$ cat config.mk
export PLATFORM = sky130hd
export DESIGN_NAME = epdsh_write_port
export DESIGN_NICKNAME = d
export VERILOG_FILES = /design/src/logic/epdsh_pkg.sv /design/src/logic/epdsh_pin_if.sv /design/src/logic/epdsh_sync.sv /design/src/logic/epdsh_write_port.sv
export SDC_FILE = /design/constraint.sdc
export NUM_CORES = 1
export LEC_CHECK = 0
export BUFFER_PORTS_ARGS = -buffer_cell sky130_fd_sc_hd__buf_2
export CORE_MARGIN = 5
export CORE_UTILIZATION = 48
export DETAILED_ROUTE_END_ITERATION = 7
export PLACE_DENSITY_LB_ADDON = 0.15
export SLEW_MARGIN = 20
export SYNTH_ARGS = -nofsm -noshare
export SYNTH_HDL_FRONTEND = slang
export SYNTH_SLANG_ARGS = --single-unit
$ cat constraint.sdc
create_clock -name clk_in -period 1.3 [get_ports clk_in]
set_input_delay 0.065 -clock clk_in [delete_from_list [all_inputs] [get_ports clk_in]]
set_output_delay 0.065 -clock clk_in [all_outputs]
set_load 0.1 [all_outputs]
$ cat src/logic/epdsh_pkg.sv
`default_nettype none

package epdsh_pkg;

    // pin positions inside the synchroniser bundle
    localparam int PIN_SCLK = 0;
    localparam int PIN_SERIAL_IN_LINE = 1;
    localparam int PIN_SEL_N = 2;
    localparam int PIN_DC = 3;
    localparam int PIN_STRAP = 4;
    localparam int PIN_RST_N = 5;
    localparam int PIN_COUNT = 6;

    // level each synchronised pin shows while in reset: deselected, not in pin reset
    localparam logic [PIN_COUNT-1:0] PIN_IDLE = 6'h24;

    // frame shapes
    localparam int BYTE_W = 8;
    localparam int FRAME_W = 9;
    localparam logic [3:0] LAST_BIT_4W = 4'h7;
    localparam logic [3:0] LAST_BIT_3W = 4'h8;
    localparam logic [3:0] CNT_ZERO = 4'h0;

    // strap levels
    localparam logic STRAP_4WIRE = 1'b0;
    localparam logic STRAP_3WIRE = 1'b1;

    // meaning of the data/command level or flag
    localparam logic DC_COMMAND = 1'b0;
    localparam logic DC_DATA = 1'b1;

    // reset values
    localparam logic [BYTE_W-1:0] BYTE_RST = 8'h00;
    localparam logic [FRAME_W-1:0] SHIFT_RST = 9'h000;

    typedef enum logic [2:0] {
        ST_HELD = 3'b001,
        ST_IDLE = 3'b010,
        ST_SHIFT = 3'b100
    } epdsh_state_t;

endpackage

`default_nettype wire

$ cat src/logic/epdsh_pin_if.sv
`default_nettype none

interface epdsh_pin_if #(
    parameter int WIDTH = 6
);
    logic [WIDTH-1:0] raw;
    logic [WIDTH-1:0] synced;

    modport sync_side (
        input raw,
        output synced
    );

    modport core_side (
        output raw,
        input synced
    );
endinterface

`default_nettype wire

$ cat src/logic/epdsh_sync.sv
`default_nettype none

module epdsh_sync
    import epdsh_pkg::*;
(
    input wire logic clk_in,
    input wire logic srst_in,
    epdsh_pin_if.sync_side pins
);

    logic [PIN_COUNT-1:0] meta_r;
    logic [PIN_COUNT-1:0] hold_r;

    // two flops per pin; the first is read only by the second
    for (genvar i = 0; i < PIN_COUNT; i++) begin : g_bit
        always_ff @(posedge clk_in) begin
            if (srst_in) begin
                meta_r[i] <= PIN_IDLE[i];
                hold_r[i] <= PIN_IDLE[i];
            end else begin
                meta_r[i] <= pins.raw[i];
                hold_r[i] <= meta_r[i];
            end
        end
    end

    assign pins.synced = hold_r;

endmodule

`default_nettype wire

$ cat src/logic/epdsh_write_port.sv
`default_nettype none

module epdsh_write_port
    import epdsh_pkg::*;
(
    input wire logic clk_in,
    input wire logic srst_in,
    input wire logic sclk_in,
    input wire logic serial_in_line_in,
    input wire logic port_select_n_in,
    input wire logic dc_select_in,
    input wire logic iface_format_strap_in,
    input wire logic reset_in_n_in,
    input wire logic waveform_active_in,
    input wire logic otp_program_in,
    input wire logic sensor_xfer_in,
    output logic [BYTE_W-1:0] byte_out,
    output logic ram_write_out,
    output logic cmd_write_out,
    output logic busy_out,
    output logic format_3wire_out,
    output logic frame_abort_out,
    output logic cmd_while_busy_out,
    output logic serial_out,
    output logic serial_oe_out
);

    epdsh_pin_if #(.WIDTH(PIN_COUNT)) pin_bus ();

    assign pin_bus.raw[PIN_SCLK] = sclk_in;
    assign pin_bus.raw[PIN_SERIAL_IN_LINE] = serial_in_line_in;
    assign pin_bus.raw[PIN_SEL_N] = port_select_n_in;
    assign pin_bus.raw[PIN_DC] = dc_select_in;
    assign pin_bus.raw[PIN_STRAP] = iface_format_strap_in;
    assign pin_bus.raw[PIN_RST_N] = reset_in_n_in;

    // every pin, the shift clock included, arrives two flops late; the host
    // must hold its clock high and low for more than one system clock each or edges are lost
    epdsh_sync u_sync (
        .clk_in(clk_in),
        .srst_in(srst_in),
        .pins(pin_bus.sync_side)
    );

    // synchronised pin levels
    wire logic sclk_s;
    wire logic serial_in_line_s;
    wire logic sel_n_s;
    wire logic dc_s;
    wire logic strap_s;
    wire logic rst_n_s;

    assign sclk_s = pin_bus.synced[PIN_SCLK];
    assign serial_in_line_s = pin_bus.synced[PIN_SERIAL_IN_LINE];
    assign sel_n_s = pin_bus.synced[PIN_SEL_N];
    assign dc_s = pin_bus.synced[PIN_DC];
    assign strap_s = pin_bus.synced[PIN_STRAP];
    assign rst_n_s = pin_bus.synced[PIN_RST_N];

    logic sclk_prev_r;
    logic sel_n_prev_r;
    epdsh_state_t state_r;
    epdsh_state_t state_nxt;
    logic fmt_3w_r;
    logic fmt_3w_nxt;
    logic [FRAME_W-1:0] shift_r;
    logic [FRAME_W-1:0] shift_nxt;
    logic [3:0] count_r;
    logic [3:0] count_nxt;
    logic [BYTE_W-1:0] byte_r;
    logic [BYTE_W-1:0] byte_nxt;
    logic ram_wr_r;
    logic ram_wr_nxt;
    logic cmd_wr_r;
    logic cmd_wr_nxt;
    logic busy_r;
    logic busy_nxt;
    logic abort_r;
    logic abort_nxt;
    logic cmd_busy_r;
    logic cmd_busy_nxt;

    // rising edge of a synchronised level against its one-cycle-late copy
    function automatic logic rose(input logic level_now, input logic level_prev);
        return level_now & ~level_prev;
    endfunction

    // one decode serves the 3-wire flag bit and the 4-wire pin level alike
    function automatic logic marks_data(input logic level);
        return level == DC_DATA;
    endfunction

    // index of the final bit of a frame in the given format
    function automatic logic [3:0] final_index(input logic three_wire);
        return three_wire ? LAST_BIT_3W : LAST_BIT_4W;
    endfunction

    // edge and frame decode
    wire logic sclk_rise;
    wire logic sel_rise;
    wire logic selected;
    wire logic pin_reset;
    wire logic take_bit;
    wire logic [3:0] last_bit;
    wire logic frame_done;
    wire logic [FRAME_W-1:0] shifted;
    wire logic route_data;
    wire logic partial;
    wire logic flag_data;
    wire logic pin_data;
    wire logic [BYTE_W-1:0] payload;
    wire logic deliver;

    // edges are found from the second flop against a third, since the sync
    // delay is equal for clock and data the sampled bit lines up with its edge
    assign sclk_rise = rose(sclk_s, sclk_prev_r);
    assign sel_rise = rose(sel_n_s, sel_n_prev_r);
    assign selected = ~sel_n_s;
    assign pin_reset = ~rst_n_s;
    assign take_bit = (state_r == ST_SHIFT) & selected & sclk_rise;
    assign last_bit = final_index(fmt_3w_r);
    assign frame_done = take_bit & (count_r == last_bit);
    assign shifted = {shift_r[FRAME_W-2:0], serial_in_line_s};
    assign partial = count_r != CNT_ZERO;
    assign payload = shifted[BYTE_W-1:0];
    assign deliver = frame_done & ~pin_reset;

    // 3-wire: the first bit of the frame has reached the top of the register;
    // 4-wire: the pin level is sampled only on the final edge of the byte.
    // in 3-wire the pin level is ignored, so a host that does not tie it low
    // does no harm
    assign flag_data = marks_data(shifted[FRAME_W-1]);
    assign pin_data = marks_data(dc_s);
    assign route_data = fmt_3w_r ? flag_data : pin_data;

    always_comb begin
        state_nxt = state_r;
        case (state_r)
            // nothing is taken while the reset pin holds the port here
            ST_HELD: begin
                if (!pin_reset) begin
                    state_nxt = ST_IDLE;
                end
            end
            ST_IDLE: begin
                if (pin_reset) begin
                    state_nxt = ST_HELD;
                end else if (selected) begin
                    state_nxt = ST_SHIFT;
                end
            end
            ST_SHIFT: begin
                if (pin_reset) begin
                    state_nxt = ST_HELD;
                end else if (!selected) begin
                    state_nxt = ST_IDLE;
                end
            end
            default: begin
                state_nxt = ST_HELD;
            end
        endcase
    end

    // the strap is static; it is re-read only while the port is held or idle so a
    // slow strap change never splits a frame between two formats
    always_comb begin
        fmt_3w_nxt = fmt_3w_r;
        if (state_r != ST_SHIFT) begin
            fmt_3w_nxt = (strap_s == STRAP_3WIRE);
        end
    end

    always_comb begin
        shift_nxt = shift_r;
        count_nxt = count_r;
        if (pin_reset) begin
            shift_nxt = SHIFT_RST;
            count_nxt = CNT_ZERO;
        end else if (!selected) begin
            shift_nxt = SHIFT_RST;
            count_nxt = CNT_ZERO;
        end else if (frame_done) begin
            // restart per byte so bytes may follow back to back under one select
            shift_nxt = SHIFT_RST;
            count_nxt = CNT_ZERO;
        end else if (take_bit) begin
            shift_nxt = shifted;
            count_nxt = count_r + 4'h1;
        end
    end

    always_comb begin
        byte_nxt = byte_r;
        ram_wr_nxt = 1'b0;
        cmd_wr_nxt = 1'b0;
        cmd_busy_nxt = 1'b0;
        if (deliver) begin
            byte_nxt = payload;
            ram_wr_nxt = route_data;
            cmd_wr_nxt = ~route_data;
            // the host ought to wait for busy to fall; flag it, still deliver
            cmd_busy_nxt = ~route_data & busy_r;
        end
    end

    // a select pulse between frames finds the counter at zero and is not flagged
    assign abort_nxt = (state_r == ST_SHIFT) & sel_rise & partial;
    assign busy_nxt = waveform_active_in | otp_program_in | sensor_xfer_in;

    always_ff @(posedge clk_in) begin
        if (srst_in) begin
            sclk_prev_r <= 1'b0;
            sel_n_prev_r <= 1'b1;
        end else begin
            sclk_prev_r <= sclk_s;
            sel_n_prev_r <= sel_n_s;
        end
    end

    always_ff @(posedge clk_in) begin
        if (srst_in) begin
            state_r <= ST_HELD;
            fmt_3w_r <= STRAP_4WIRE;
            shift_r <= SHIFT_RST;
            count_r <= CNT_ZERO;
        end else begin
            state_r <= state_nxt;
            fmt_3w_r <= fmt_3w_nxt;
            shift_r <= shift_nxt;
            count_r <= count_nxt;
        end
    end

    always_ff @(posedge clk_in) begin
        if (srst_in) begin
            byte_r <= BYTE_RST;
            ram_wr_r <= 1'b0;
            cmd_wr_r <= 1'b0;
            cmd_busy_r <= 1'b0;
        end else begin
            byte_r <= byte_nxt;
            ram_wr_r <= ram_wr_nxt;
            cmd_wr_r <= cmd_wr_nxt;
            cmd_busy_r <= cmd_busy_nxt;
        end
    end

    always_ff @(posedge clk_in) begin
        if (srst_in) begin
            busy_r <= 1'b0;
            abort_r <= 1'b0;
        end else begin
            busy_r <= busy_nxt;
            abort_r <= abort_nxt;
        end
    end

    // the data pin is input only; these flops never leave zero
    logic sdo_r;
    logic sdo_oe_r;

    always_ff @(posedge clk_in) begin
        if (srst_in) begin
            sdo_r <= 1'b0;
            sdo_oe_r <= 1'b0;
        end else begin
            sdo_r <= 1'b0;
            sdo_oe_r <= 1'b0;
        end
    end

    assign byte_out = byte_r;
    assign ram_write_out = ram_wr_r;
    assign cmd_write_out = cmd_wr_r;
    assign busy_out = busy_r;
    assign format_3wire_out = fmt_3w_r;
    assign frame_abort_out = abort_r;
    assign cmd_while_busy_out = cmd_busy_r;
    assign serial_out = sdo_r;
    assign serial_oe_out = sdo_oe_r;

endmodule

`default_nettype wire

==> results of run 1 <==
worst max-delay path, cell delays in order, from the launching register on:
cell and delay (ps):
dfxtp_2 360, nand4b_1 190, a2bb2oi_2 250, buf_4 200
nand4b_1 110, a31oi_1 160
worst max-delay path by stage:
stage,endpoint,slack (ps)
floorplan,cmd_while_busy_out,-50
global placement,byte_out[4],-10
detailed placement,byte_out[7],-80
CTS,cmd_while_busy_out,-40
global route,count_r[2],-130
finish,count_r[2],-20
per-stage QoR:
stage | instance area [um2] | util (%) | TNS, ps
final | 2088 | 63.58 | -84.08
after global routing | 2088 | 63.58 | -2124
after CTS | 2077 | 63.24 | -217.2
after detailed placement | 1907 | 58.06 | -619.0
after global placement | 1907 | 58.06 | -23.86
after floorplan | 1640 | - | -329.6
layout make-up:
class	count	area, um2
Fill cell	270	1196
Clock buffer	5	37.54
Inverter	5	18.77
Sequential cell	43	870.8
Multi-Input combinational cell	119	720.7
Clock inverter	3	25.02
Tap cell	46	57.56
Timing Repair Buffer	53	357.8
cells by family (layout without fill, tap and decap cells):
family          count (synthesis)  after routing  share of synthesized area [%]
buf+inv                        15             66                          4.163
compound gates                 34             34                          11.39
fa+ha+maj                       2              2                          1.571
simple gates                   77             77                          26.24
mux                             2              2                          1.257
xor+xnor                        2              2                          1.100
other cells                     1              2                         0.2354
flops                          43             43                          54.05
power groups by stage:
stage / combinational [mW] / clock, mW / sequential (mW)
detailed placement: 0.163 / 0 / 1.39
CTS: 0.181 / 0.679 / 1.36
floorplan: 0.0866 / 0 / 1.42
finish: 0.182 / 0.667 / 1.37
global placement: 0.155 / 0 / 1.39
global route: 0.198 / 0.738 / 1.37
metal layers:
layer	vias up	part of all wire, %
li1	693	-
met1	651	45
met2	45	47
met3	6	6.5
met4	0	1.1
met5	-	0
flip-flops by register name, indices dropped and copies added, names as in the netlist:
name / flops
cmd_write_out: 1
u_sync.pins.synced: 6
sclk_prev_r: 1
count_r: 4
ram_write_out: 1
frame_abort_out: 1
state_r: 3
busy_out: 1
cmd_while_busy_out: 1
byte_out: 8
sel_n_prev_r: 1
u_sync.meta_r: 6
format_3wire_out: 1
shift_r: 8
cell usage in the layout (no fill, tap or decap), drive strengths merged, types with 3 or more instances in the layout:
master,n
nand3,22
or2,4
o21ai,9
a31oi,3
dlygate4sd3,8
dfxtp,43
nand2,15
clkbuf,5
inv,5
nor2b,9
buf,45
nor3,4
a21oi,20
nand2b,3
nor2,9
timing repair:
item | 4_1_cts | 5_1_grt
buffers inserted | 1 | 0
endpoints found under the setup margin | 22 | 24
hold buffers | 8 | 0
resized for setup | 8 | 3
endpoints found under the hold margin | 7 | 0
pin swaps | 5 | 0
==> metrics, run 1 <==
post-synth top area share 54.05%; portion of total power attributed to the clock network 30.1%; RR Startpoint count_r[3]; boundary pin count 27; met2 Resource Use GR 29.65%; 1st-pass router iterations 4; power density over the cells roughly 1100 nW/um2; first-pass GRT wire length 5.940 mm; Starting Density around half; Internal Power 1.639 mW; Root Driver clkbuf_4; Hold EP byte_out[0]; Cell Area, Synth roughly 1600 um2; Mapped Cells 176; met1 Resource Use GR 20.84%; final setup fails 9; total track usage 17.37%; Routed WL per cell 12.74 um; clock slew seen by the registers of the worst setup and hold paths between 100 and 150 ps; VDD IR max 0.6921 mV; CTS Buffer Depth 2; Die Ht 67.61 um; Worst Hold Launch srst_in; Total Power 2.214 mW; final worst-path cycle share 101.9%; count leader, synth dfxtp_1; Worst Setup Slack, final -24.14 ps; RR Endpoint count_r[2]; cell taking the most area after synthesis dfxtp_1; Antenna Cells 0; total CTS buffers 5; DP Cell Count around 260; clock latency on the worst-skew pair 360 ps; Synth Area per Inst between 9 and 10 um2; gpl congestion a little over 0.8; WS Path Type register to register; switching share of power approximately a quarter; f_max 755.2 MHz; final hold violations 0; TritonCTS clock tree built; RSZ-0062 raised after global routing true; row cnt 21; Final HPWL DP 2.514 mm; vias 1395; Synth area leaders dfxtp_1, nand3_1, a21oi_1; Startpoint Class register; number of global-route vias before repair between 1000 and 1500; failing checks setup timing; DIE AREA 4570 um2; ANT nets after route 0; fraction of layout cells with a size suffix above 1 33.77%; worst hold path cell count 2; I/O Buffers 24; ys async rst share 0%; register area share after synthesis between 50 and 60%; DRT iter0 DRCs 55; Via-to-Cell Ratio 5.091; routed wire length 3.492 mm; largest net degree at the start of global routing 16; Leakage 0.8128 nW; Core Area 3284 um2; initial antenna violation count 0; post-synthesis register bit count 43; Reg2Reg Depth 5; DR DRC count 0; CP Max Fanout 6; Crit path required time 1590 ps; Critical Path AT ~1600 ps; sequential share of power 61.7%; CTS sink count 43; synth unique cells 30; Worst Hold Slack 37.70 ps; Final Non-Filler Cells 274; Hold WC Path Type input port to register; critical path capture point type register; number of synthesized flops with an enable pin 0; MaxCap Viol Count 0; synth cell count leaders dfxtp_1, nand3_1, a21oi_1, nand2_1; # nets final 240; Final Max Tran Viols 0; CTS H-tree depth 2; Comb pwr share 8.2%; clk_skew 17.86 ps; die width 67.61 um; Sw Pwr 0.5754 mW; worst slack at placement -79.59 ps; run status finished with violations; M3 GR Usage approximately 5.3%; prevailing post-synth register cell dfxtp_1; grt total ovfl 0; crit path from count_r[3]; reg-to-reg slack, setup -20 ps; Tmin final 1324 ps; gr busiest metal met2; synthesis warning total 0; Area Growth Syn to Fin 31.11%
No activity file was read; power rests on OpenSTA's default activity.
==> run 2, diff against run 1 <==
--- a/config.mk
+++ b/config.mk
@@ -6,8 +6,10 @@
 export NUM_CORES = 1
 export LEC_CHECK = 0
 export BUFFER_PORTS_ARGS = -buffer_cell sky130_fd_sc_hd__buf_2
+export CELL_PAD_IN_SITES_DETAIL_PLACEMENT = 1
+export CELL_PAD_IN_SITES_GLOBAL_PLACEMENT = 1
 export CORE_MARGIN = 5
-export CORE_UTILIZATION = 48
+export CORE_UTILIZATION = 37
 export DETAILED_ROUTE_END_ITERATION = 7
 export PLACE_DENSITY_LB_ADDON = 0.15
 export SLEW_MARGIN = 20
==> run 2 against run 1 <==
The run ends with hold timing, setup timing left; sequential share of layout area shrank 1.5 points; power grew 7.3%; critical path depth is the same; cell count grew 0.73%; clock-buffer cell count grew 2; first-iteration DRC count is the same; die area grew 25%; non-clock buffer count shrank 3; core utilization shrank 10 points; sequential power is essentially flat; hold slack lost 41 ps; worst setup slack lost 93 ps; largest cell class unchanged.
==> metrics, run 2 (same netlist as run 1, synthesis figures left out) <==
Core Area 4086 um2 (+24%); Tmin final 1417 ps (+92.60 ps); Area Growth Syn to Fin 36.45%; clock latency on the worst-skew pair 300 ps (-60 ps); CTS sink count 43 (unchanged); Leakage 0.8276 nW (+1.8%); CP peak stage delay 360 ps (about the same); routed wire length 4.604 mm (+32%); ANT nets after route 0 (unchanged); dpl cell area 1914 um2 (+0.39%); CP Max Fanout 16 (+10); CP top delay family compound AO/OA/AOI/OAI gates; crit path from count_r[3]; Final HPWL DP 3.093 mm (+23%); Final Cell Area 2173 um2 (+4.1%); MaxCap Viol Count 0 (unchanged); RR Startpoint count_r[3]; WS Path Type register to register; DIE AREA 5717 um2 (+25%); Util after Layout 53.18% (-10 points); VDD IR max 0.6549 mV (-5.4%); critical path capture point type register; Worst Hold Launch otp_program_in; Via-to-Cell Ratio 5.196 (+2.1%); run status finished with violations; first-pass GRT wire length 7.341 mm (+24%); Critical Path AT 1590 ps (-20 ps); row cnt 23 (+9.5%); TritonCTS clock tree built; initial antenna violation count 0 (unchanged); CTS H-tree depth 2 (unchanged); Starting Density 38.98% (-9.5 points); fraction of layout cells with a size suffix above 1 34.51% (+0.74 points); Worst Setup Slack, final -116.7 ps (-92.60 ps); die width 75.61 um (+12%); Routed WL per cell 16.68 um (+31%); most common cell after layout, fill and taps aside dfxtp_1; Die Ht 75.61 um (+12%); # nets final 238 (-0.83%); crit path cell chain nand4b_1 > a2bb2oi_2 > buf_6 > o21ai_1 > a21oi_1; Final Non-Filler Cells 276 (+0.73%); Crit path required time 1480 ps (-110 ps); Slowest-stage cell, CP dfxtp_4; Final Max Tran Viols 0 (unchanged); RSZ-0062 raised after global routing true; final worst-path cycle share 109.0% (+7.1 points); Worst Hold Slack -3.653 ps (-41.36 ps); f_max 705.8 MHz (-6.5%); clk_skew 3.873 ps (-13.99 ps); I/O Buffers 24 (unchanged); gpl congestion 0.8298 (about the same); total track usage 17.50% (+0.14 points); total CTS buffers 5 (unchanged); Bufs and invs on worst path 1 (unchanged); Startpoint Class register; power density over the cells 1093 nW/um2 (+3.1%); Hold WC Path Type input port to register; Antenna Cells 0 (unchanged); DRT iter0 DRCs 55 (unchanged); commonest cells after routing, fill and taps aside dfxtp_1, buf_2, nand3_1; number of global-route vias before repair 1544 (+12%); largest net degree at the start of global routing 17 (+1); grt total ovfl 0 (unchanged); setup TNS -1062 ps (-977.4 ps); Root Driver clkbuf_8; final setup fails 21 (+12); clock slew seen by the registers of the worst setup and hold paths 80 ps (-60 ps); boundary pin count 27 (unchanged); vias 1434 (+2.8%); CTS Buffer Depth 2 (unchanged); DR DRC count 0 (unchanged); worst slack at placement -106.6 ps (-27.03 ps); final hold violations 1 (+1); failing checks hold timing, setup timing; 1st-pass router iterations 4 (unchanged); DP Cell Count 258 (+0.39%)
## run 2: cell count changes in the layout (fill, tap and decap cells not counted), sizes merged
| cell | delta |
|---|---|
| buf | -2 |
| clkbuf | +2 |
| clkinv | -1 |
| clkinvlp | -1 |
| dlygate4sd3 | -1 |
| o2bb2ai | +1 |
## run 2: worst paths after layout
path / cells past startpoint / endpoint / slack (ps)
setup / recovery: 5 / byte_out[2] / -120
hold / removal: 3 / busy_out / -4
setup reg to reg: 5 / byte_out[2] / -120
hold reg to reg: 1 / u_sync.pins.synced[5] / 420
## run 2: area by class of cell
class	instances	area, um2
Fill cell	489	1913
Tap cell	50	62.56
Inverter	5	18.77
Timing Repair Buffer	50	364.1
Clock inverter	1	5.005
Clock buffer	7	76.32
Sequential cell	43	874.6
Multi-Input combinational cell	120	772.0
## run 2: power by group
| group | switching (mW) | total [mW] | internal (mW) |
|---|---|---|---|
| Clock | 0.449 | 0.827 | 0.377 |
| Combinational | 0.109 | 0.185 | 0.0764 |
| Sequential | 0.0203 | 1.36 | 1.34 |
## run 2: worst min-delay path, delay by kind of cell
kind,cells,cell delay [ps]
AND/OR/NAND/NOR,2,110
buffers and inverters,1,80
## run 2: timing repair
| action | CTS | global route |
|---|---|---|
| buffers inserted | 1 | 1 |
| cloned | 0 | 1 |
| pin swaps | 5 | 1 |
| hold endpoints to repair | 7 | 0 |
| hold buffers | 8 | 0 |
| resized for setup | 13 | 8 |
| endpoints found under the setup margin | 22 | 24 |
## run 2: per-stage QoR
step / hold slack, ps / total power [mW]
after global routing: 47.81 / 2.467
after floorplan: 136.6 / 1.505
after global placement: 248.6 / 1.553
after CTS: 103.8 / 2.399
after detailed placement: 255.0 / 1.561
final: -3.653 / 2.376
## run 2: layer usage
metal / track usage [%] / vias to the layer above / part of all wire, %
met3: 4.090 / 5 / 5.1
met1: 20.68 / 696 / 42
met5: 0 / - / 0
li1: - / 693 / -
met4: 5.049 / 0 / 1.2
met2: 31.45 / 40 / 51
==> run 3, diff against run 2 <==
--- a/config.mk
+++ b/config.mk
@@ -12,6 +12,7 @@
 export CORE_UTILIZATION = 37
 export DETAILED_ROUTE_END_ITERATION = 7
 export PLACE_DENSITY_LB_ADDON = 0.15
+export SKIP_CTS_REPAIR_TIMING = 1
 export SLEW_MARGIN = 20
 export SYNTH_ARGS = -nofsm -noshare
 export SYNTH_HDL_FRONTEND = slang
==> run 3 against run 2 <==
The flow still finishes with violations (hold timing, setup timing); cell count down 1.4%; maximum frequency down 3.1%; power down 0.75%; combinational power down 4%; sequential share of layout area up 0.73 points; die area unchanged; largest power group unchanged.
==> metrics, run 3 (same netlist as run 1, synthesis figures left out) <==
VDD IR max 0.6507 mV (-0.64%); switching share of power 24.04% (-0.31 points); 1st-pass router iterations 4 (unchanged); most common cell after layout, fill and taps aside dfxtp_1; Sw Pwr 0.5670 mW (-2.0%); cell repeated most along the worst path nand4b_1; critical path capture point type register; Root Driver clkbuf_8; Via-to-Cell Ratio 5.228 (+0.62%); commonest cells after routing, fill and taps aside dfxtp_1, buf_2, nand3_1; clk_skew 3.876 ps (+0.003220 ps); Die Ht 75.61 um (unchanged); Slowest-stage cell, CP dfxtp_4; DR DRC count 0 (unchanged); final worst-path cycle share 112.5% (+3.5 points); RR Endpoint count_r[2]; vias 1422 (-0.84%); worst hold path cell count 2 (-1); Core Area 4086 um2 (unchanged); crit path cell chain nand4b_1 > a2bb2oi_2 > buf_6 > nand4b_1 > a31oi_1; Reg2Reg Depth 5 (unchanged); boundary pin count 27 (unchanged); failing checks hold timing, setup timing; Worst Setup Slack, final -162.2 ps (-45.50 ps); number of global-route vias before repair 1455 (-5.8%); total CTS buffers 5 (unchanged); f_max 683.9 MHz (-3.1%); CTS H-tree depth 2 (unchanged); I/O Buffers 24 (unchanged); final setup fails 15 (-29%); routed wire length 4.510 mm (-2.0%); setup TNS -727.9 ps (+333.7 ps); Hold EP u_sync.meta_r[1]; DP Cell Count 258 (unchanged); Starting Density 38.98% (unchanged); Total Power 2.358 mW (-0.75%); Startpoint Class register; Critical Path AT 1660 ps (+70 ps); clock latency on the worst-skew pair 290 ps (about the same); Final Cell Area 2135 um2 (-1.8%); CTS Buffer Depth 2 (unchanged); ANT nets after route 0 (unchanged); RSZ-0062 raised after global routing true; Antenna Cells 0 (unchanged); dpl cell area 1914 um2 (unchanged); total track usage 15.67% (-1.8 points); worst slack at placement -106.6 ps (unchanged); gpl congestion 0.8298 (unchanged); Tmin final 1462 ps (+45.50 ps); Final Non-Filler Cells 272 (-1.4%); Hold WC Path Type input port to register; Comb pwr share 7.5% (-0.3 points); fraction of layout cells with a size suffix above 1 35.14% (+0.62 points); WS Path Type register to register; Leakage 0.8106 nW (-2.1%); grt total ovfl 0 (unchanged); Util after Layout 52.24% (-0.95 points); Routed WL per cell 16.58 um (-0.60%); MaxCap Viol Count 0 (unchanged); power density over the cells 1105 nW/um2 (+1.1%); Internal Power 1.791 mW (-0.35%); final hold violations 3 (+2); initial antenna violation count 0 (unchanged); clock slew seen by the registers of the worst setup and hold paths 80 ps (about the same); TritonCTS clock tree built; CP Max Fanout 16 (unchanged); CTS sink count 43 (unchanged); largest net degree at the start of global routing 17 (unchanged); reg-to-reg slack, setup -160 ps (-50 ps); Final HPWL DP 3.093 mm (unchanged); DIE AREA 5717 um2 (unchanged); RR Startpoint count_r[3]; DRT iter0 DRCs 73 (+33%); CP peak stage delay 370 ps (about the same); die width 75.61 um (unchanged); first-pass GRT wire length 6.686 mm (-8.9%); row cnt 23 (unchanged); sequential share of power 57.8% (+0.4 points); portion of total power attributed to the clock network 34.7% (about the same); run status finished with violations; Crit path required time 1490 ps (about the same); Worst Hold Slack -12.85 ps (-9.200 ps); Area Growth Syn to Fin 34.01%; Worst Hold Launch serial_in_line_in; # nets final 234 (-1.7%); Final Max Tran Viols 0 (unchanged)
-- run 3: cell types whose count changed in the layout (fill, tap and decap cells not counted), sizes merged --
cell | before | now
buf | 43 | 41
clkbuf | 7 | 8
dlygate4sd3 | 7 | 4
-- run 3: worst max-delay path by stage --
| stage | startpoint | endpoint | slack (ps) | depth (start not counted) |
|---|---|---|---|---|
| 2_1_floorplan | format_3wire_out | cmd_while_busy_out | -50 | 4 |
| 3_3_place_gp | count_r[0] | byte_out[3] | 20 | 5 |
| 3_5_place_dp | count_r[3] | count_r[2] | -110 | 5 |
| 4_1_cts | count_r[3] | count_r[2] | -130 | 5 |
| 5_1_grt | count_r[3] | count_r[2] | -240 | 5 |
| 6_report | count_r[3] | count_r[2] | -160 | 5 |
-- run 3: worst max-delay path, delay by kind of cell (launching register included) --
family	cells	cell delay, ps
compound gates	2	460
flops	1	370
simple gates	2	320
buf+inv	1	200
-- run 3: layout make-up --
class	instances	area (um2)
multi-input cells	120	770.7
repair buffers	46	326.6
inverters	5	18.77
well taps	50	62.56
clock inverters	1	5.005
flip-flops and latches	43	874.6
clock buffers	7	76.32
fillers	499	1952
-- run 3: routing by layer --
layer	track usage, %	up-vias	routed length (um)
met5	0	-	0
met2	26.85	36	2256
li1	-	685	-
met1	19.71	693	1949
met3	4.090	8	222
met4	3.689	0	82
-- run 3: power groups by stage --
stage	combinational [mW]	sequential (mW)	clock, mW
floorplan	0.0866	1.42	0
global placement	0.161	1.39	0
detailed placement	0.166	1.39	0
CTS	0.167	1.36	0.848
global route	0.194	1.37	0.894
finish	0.177	1.36	0.818
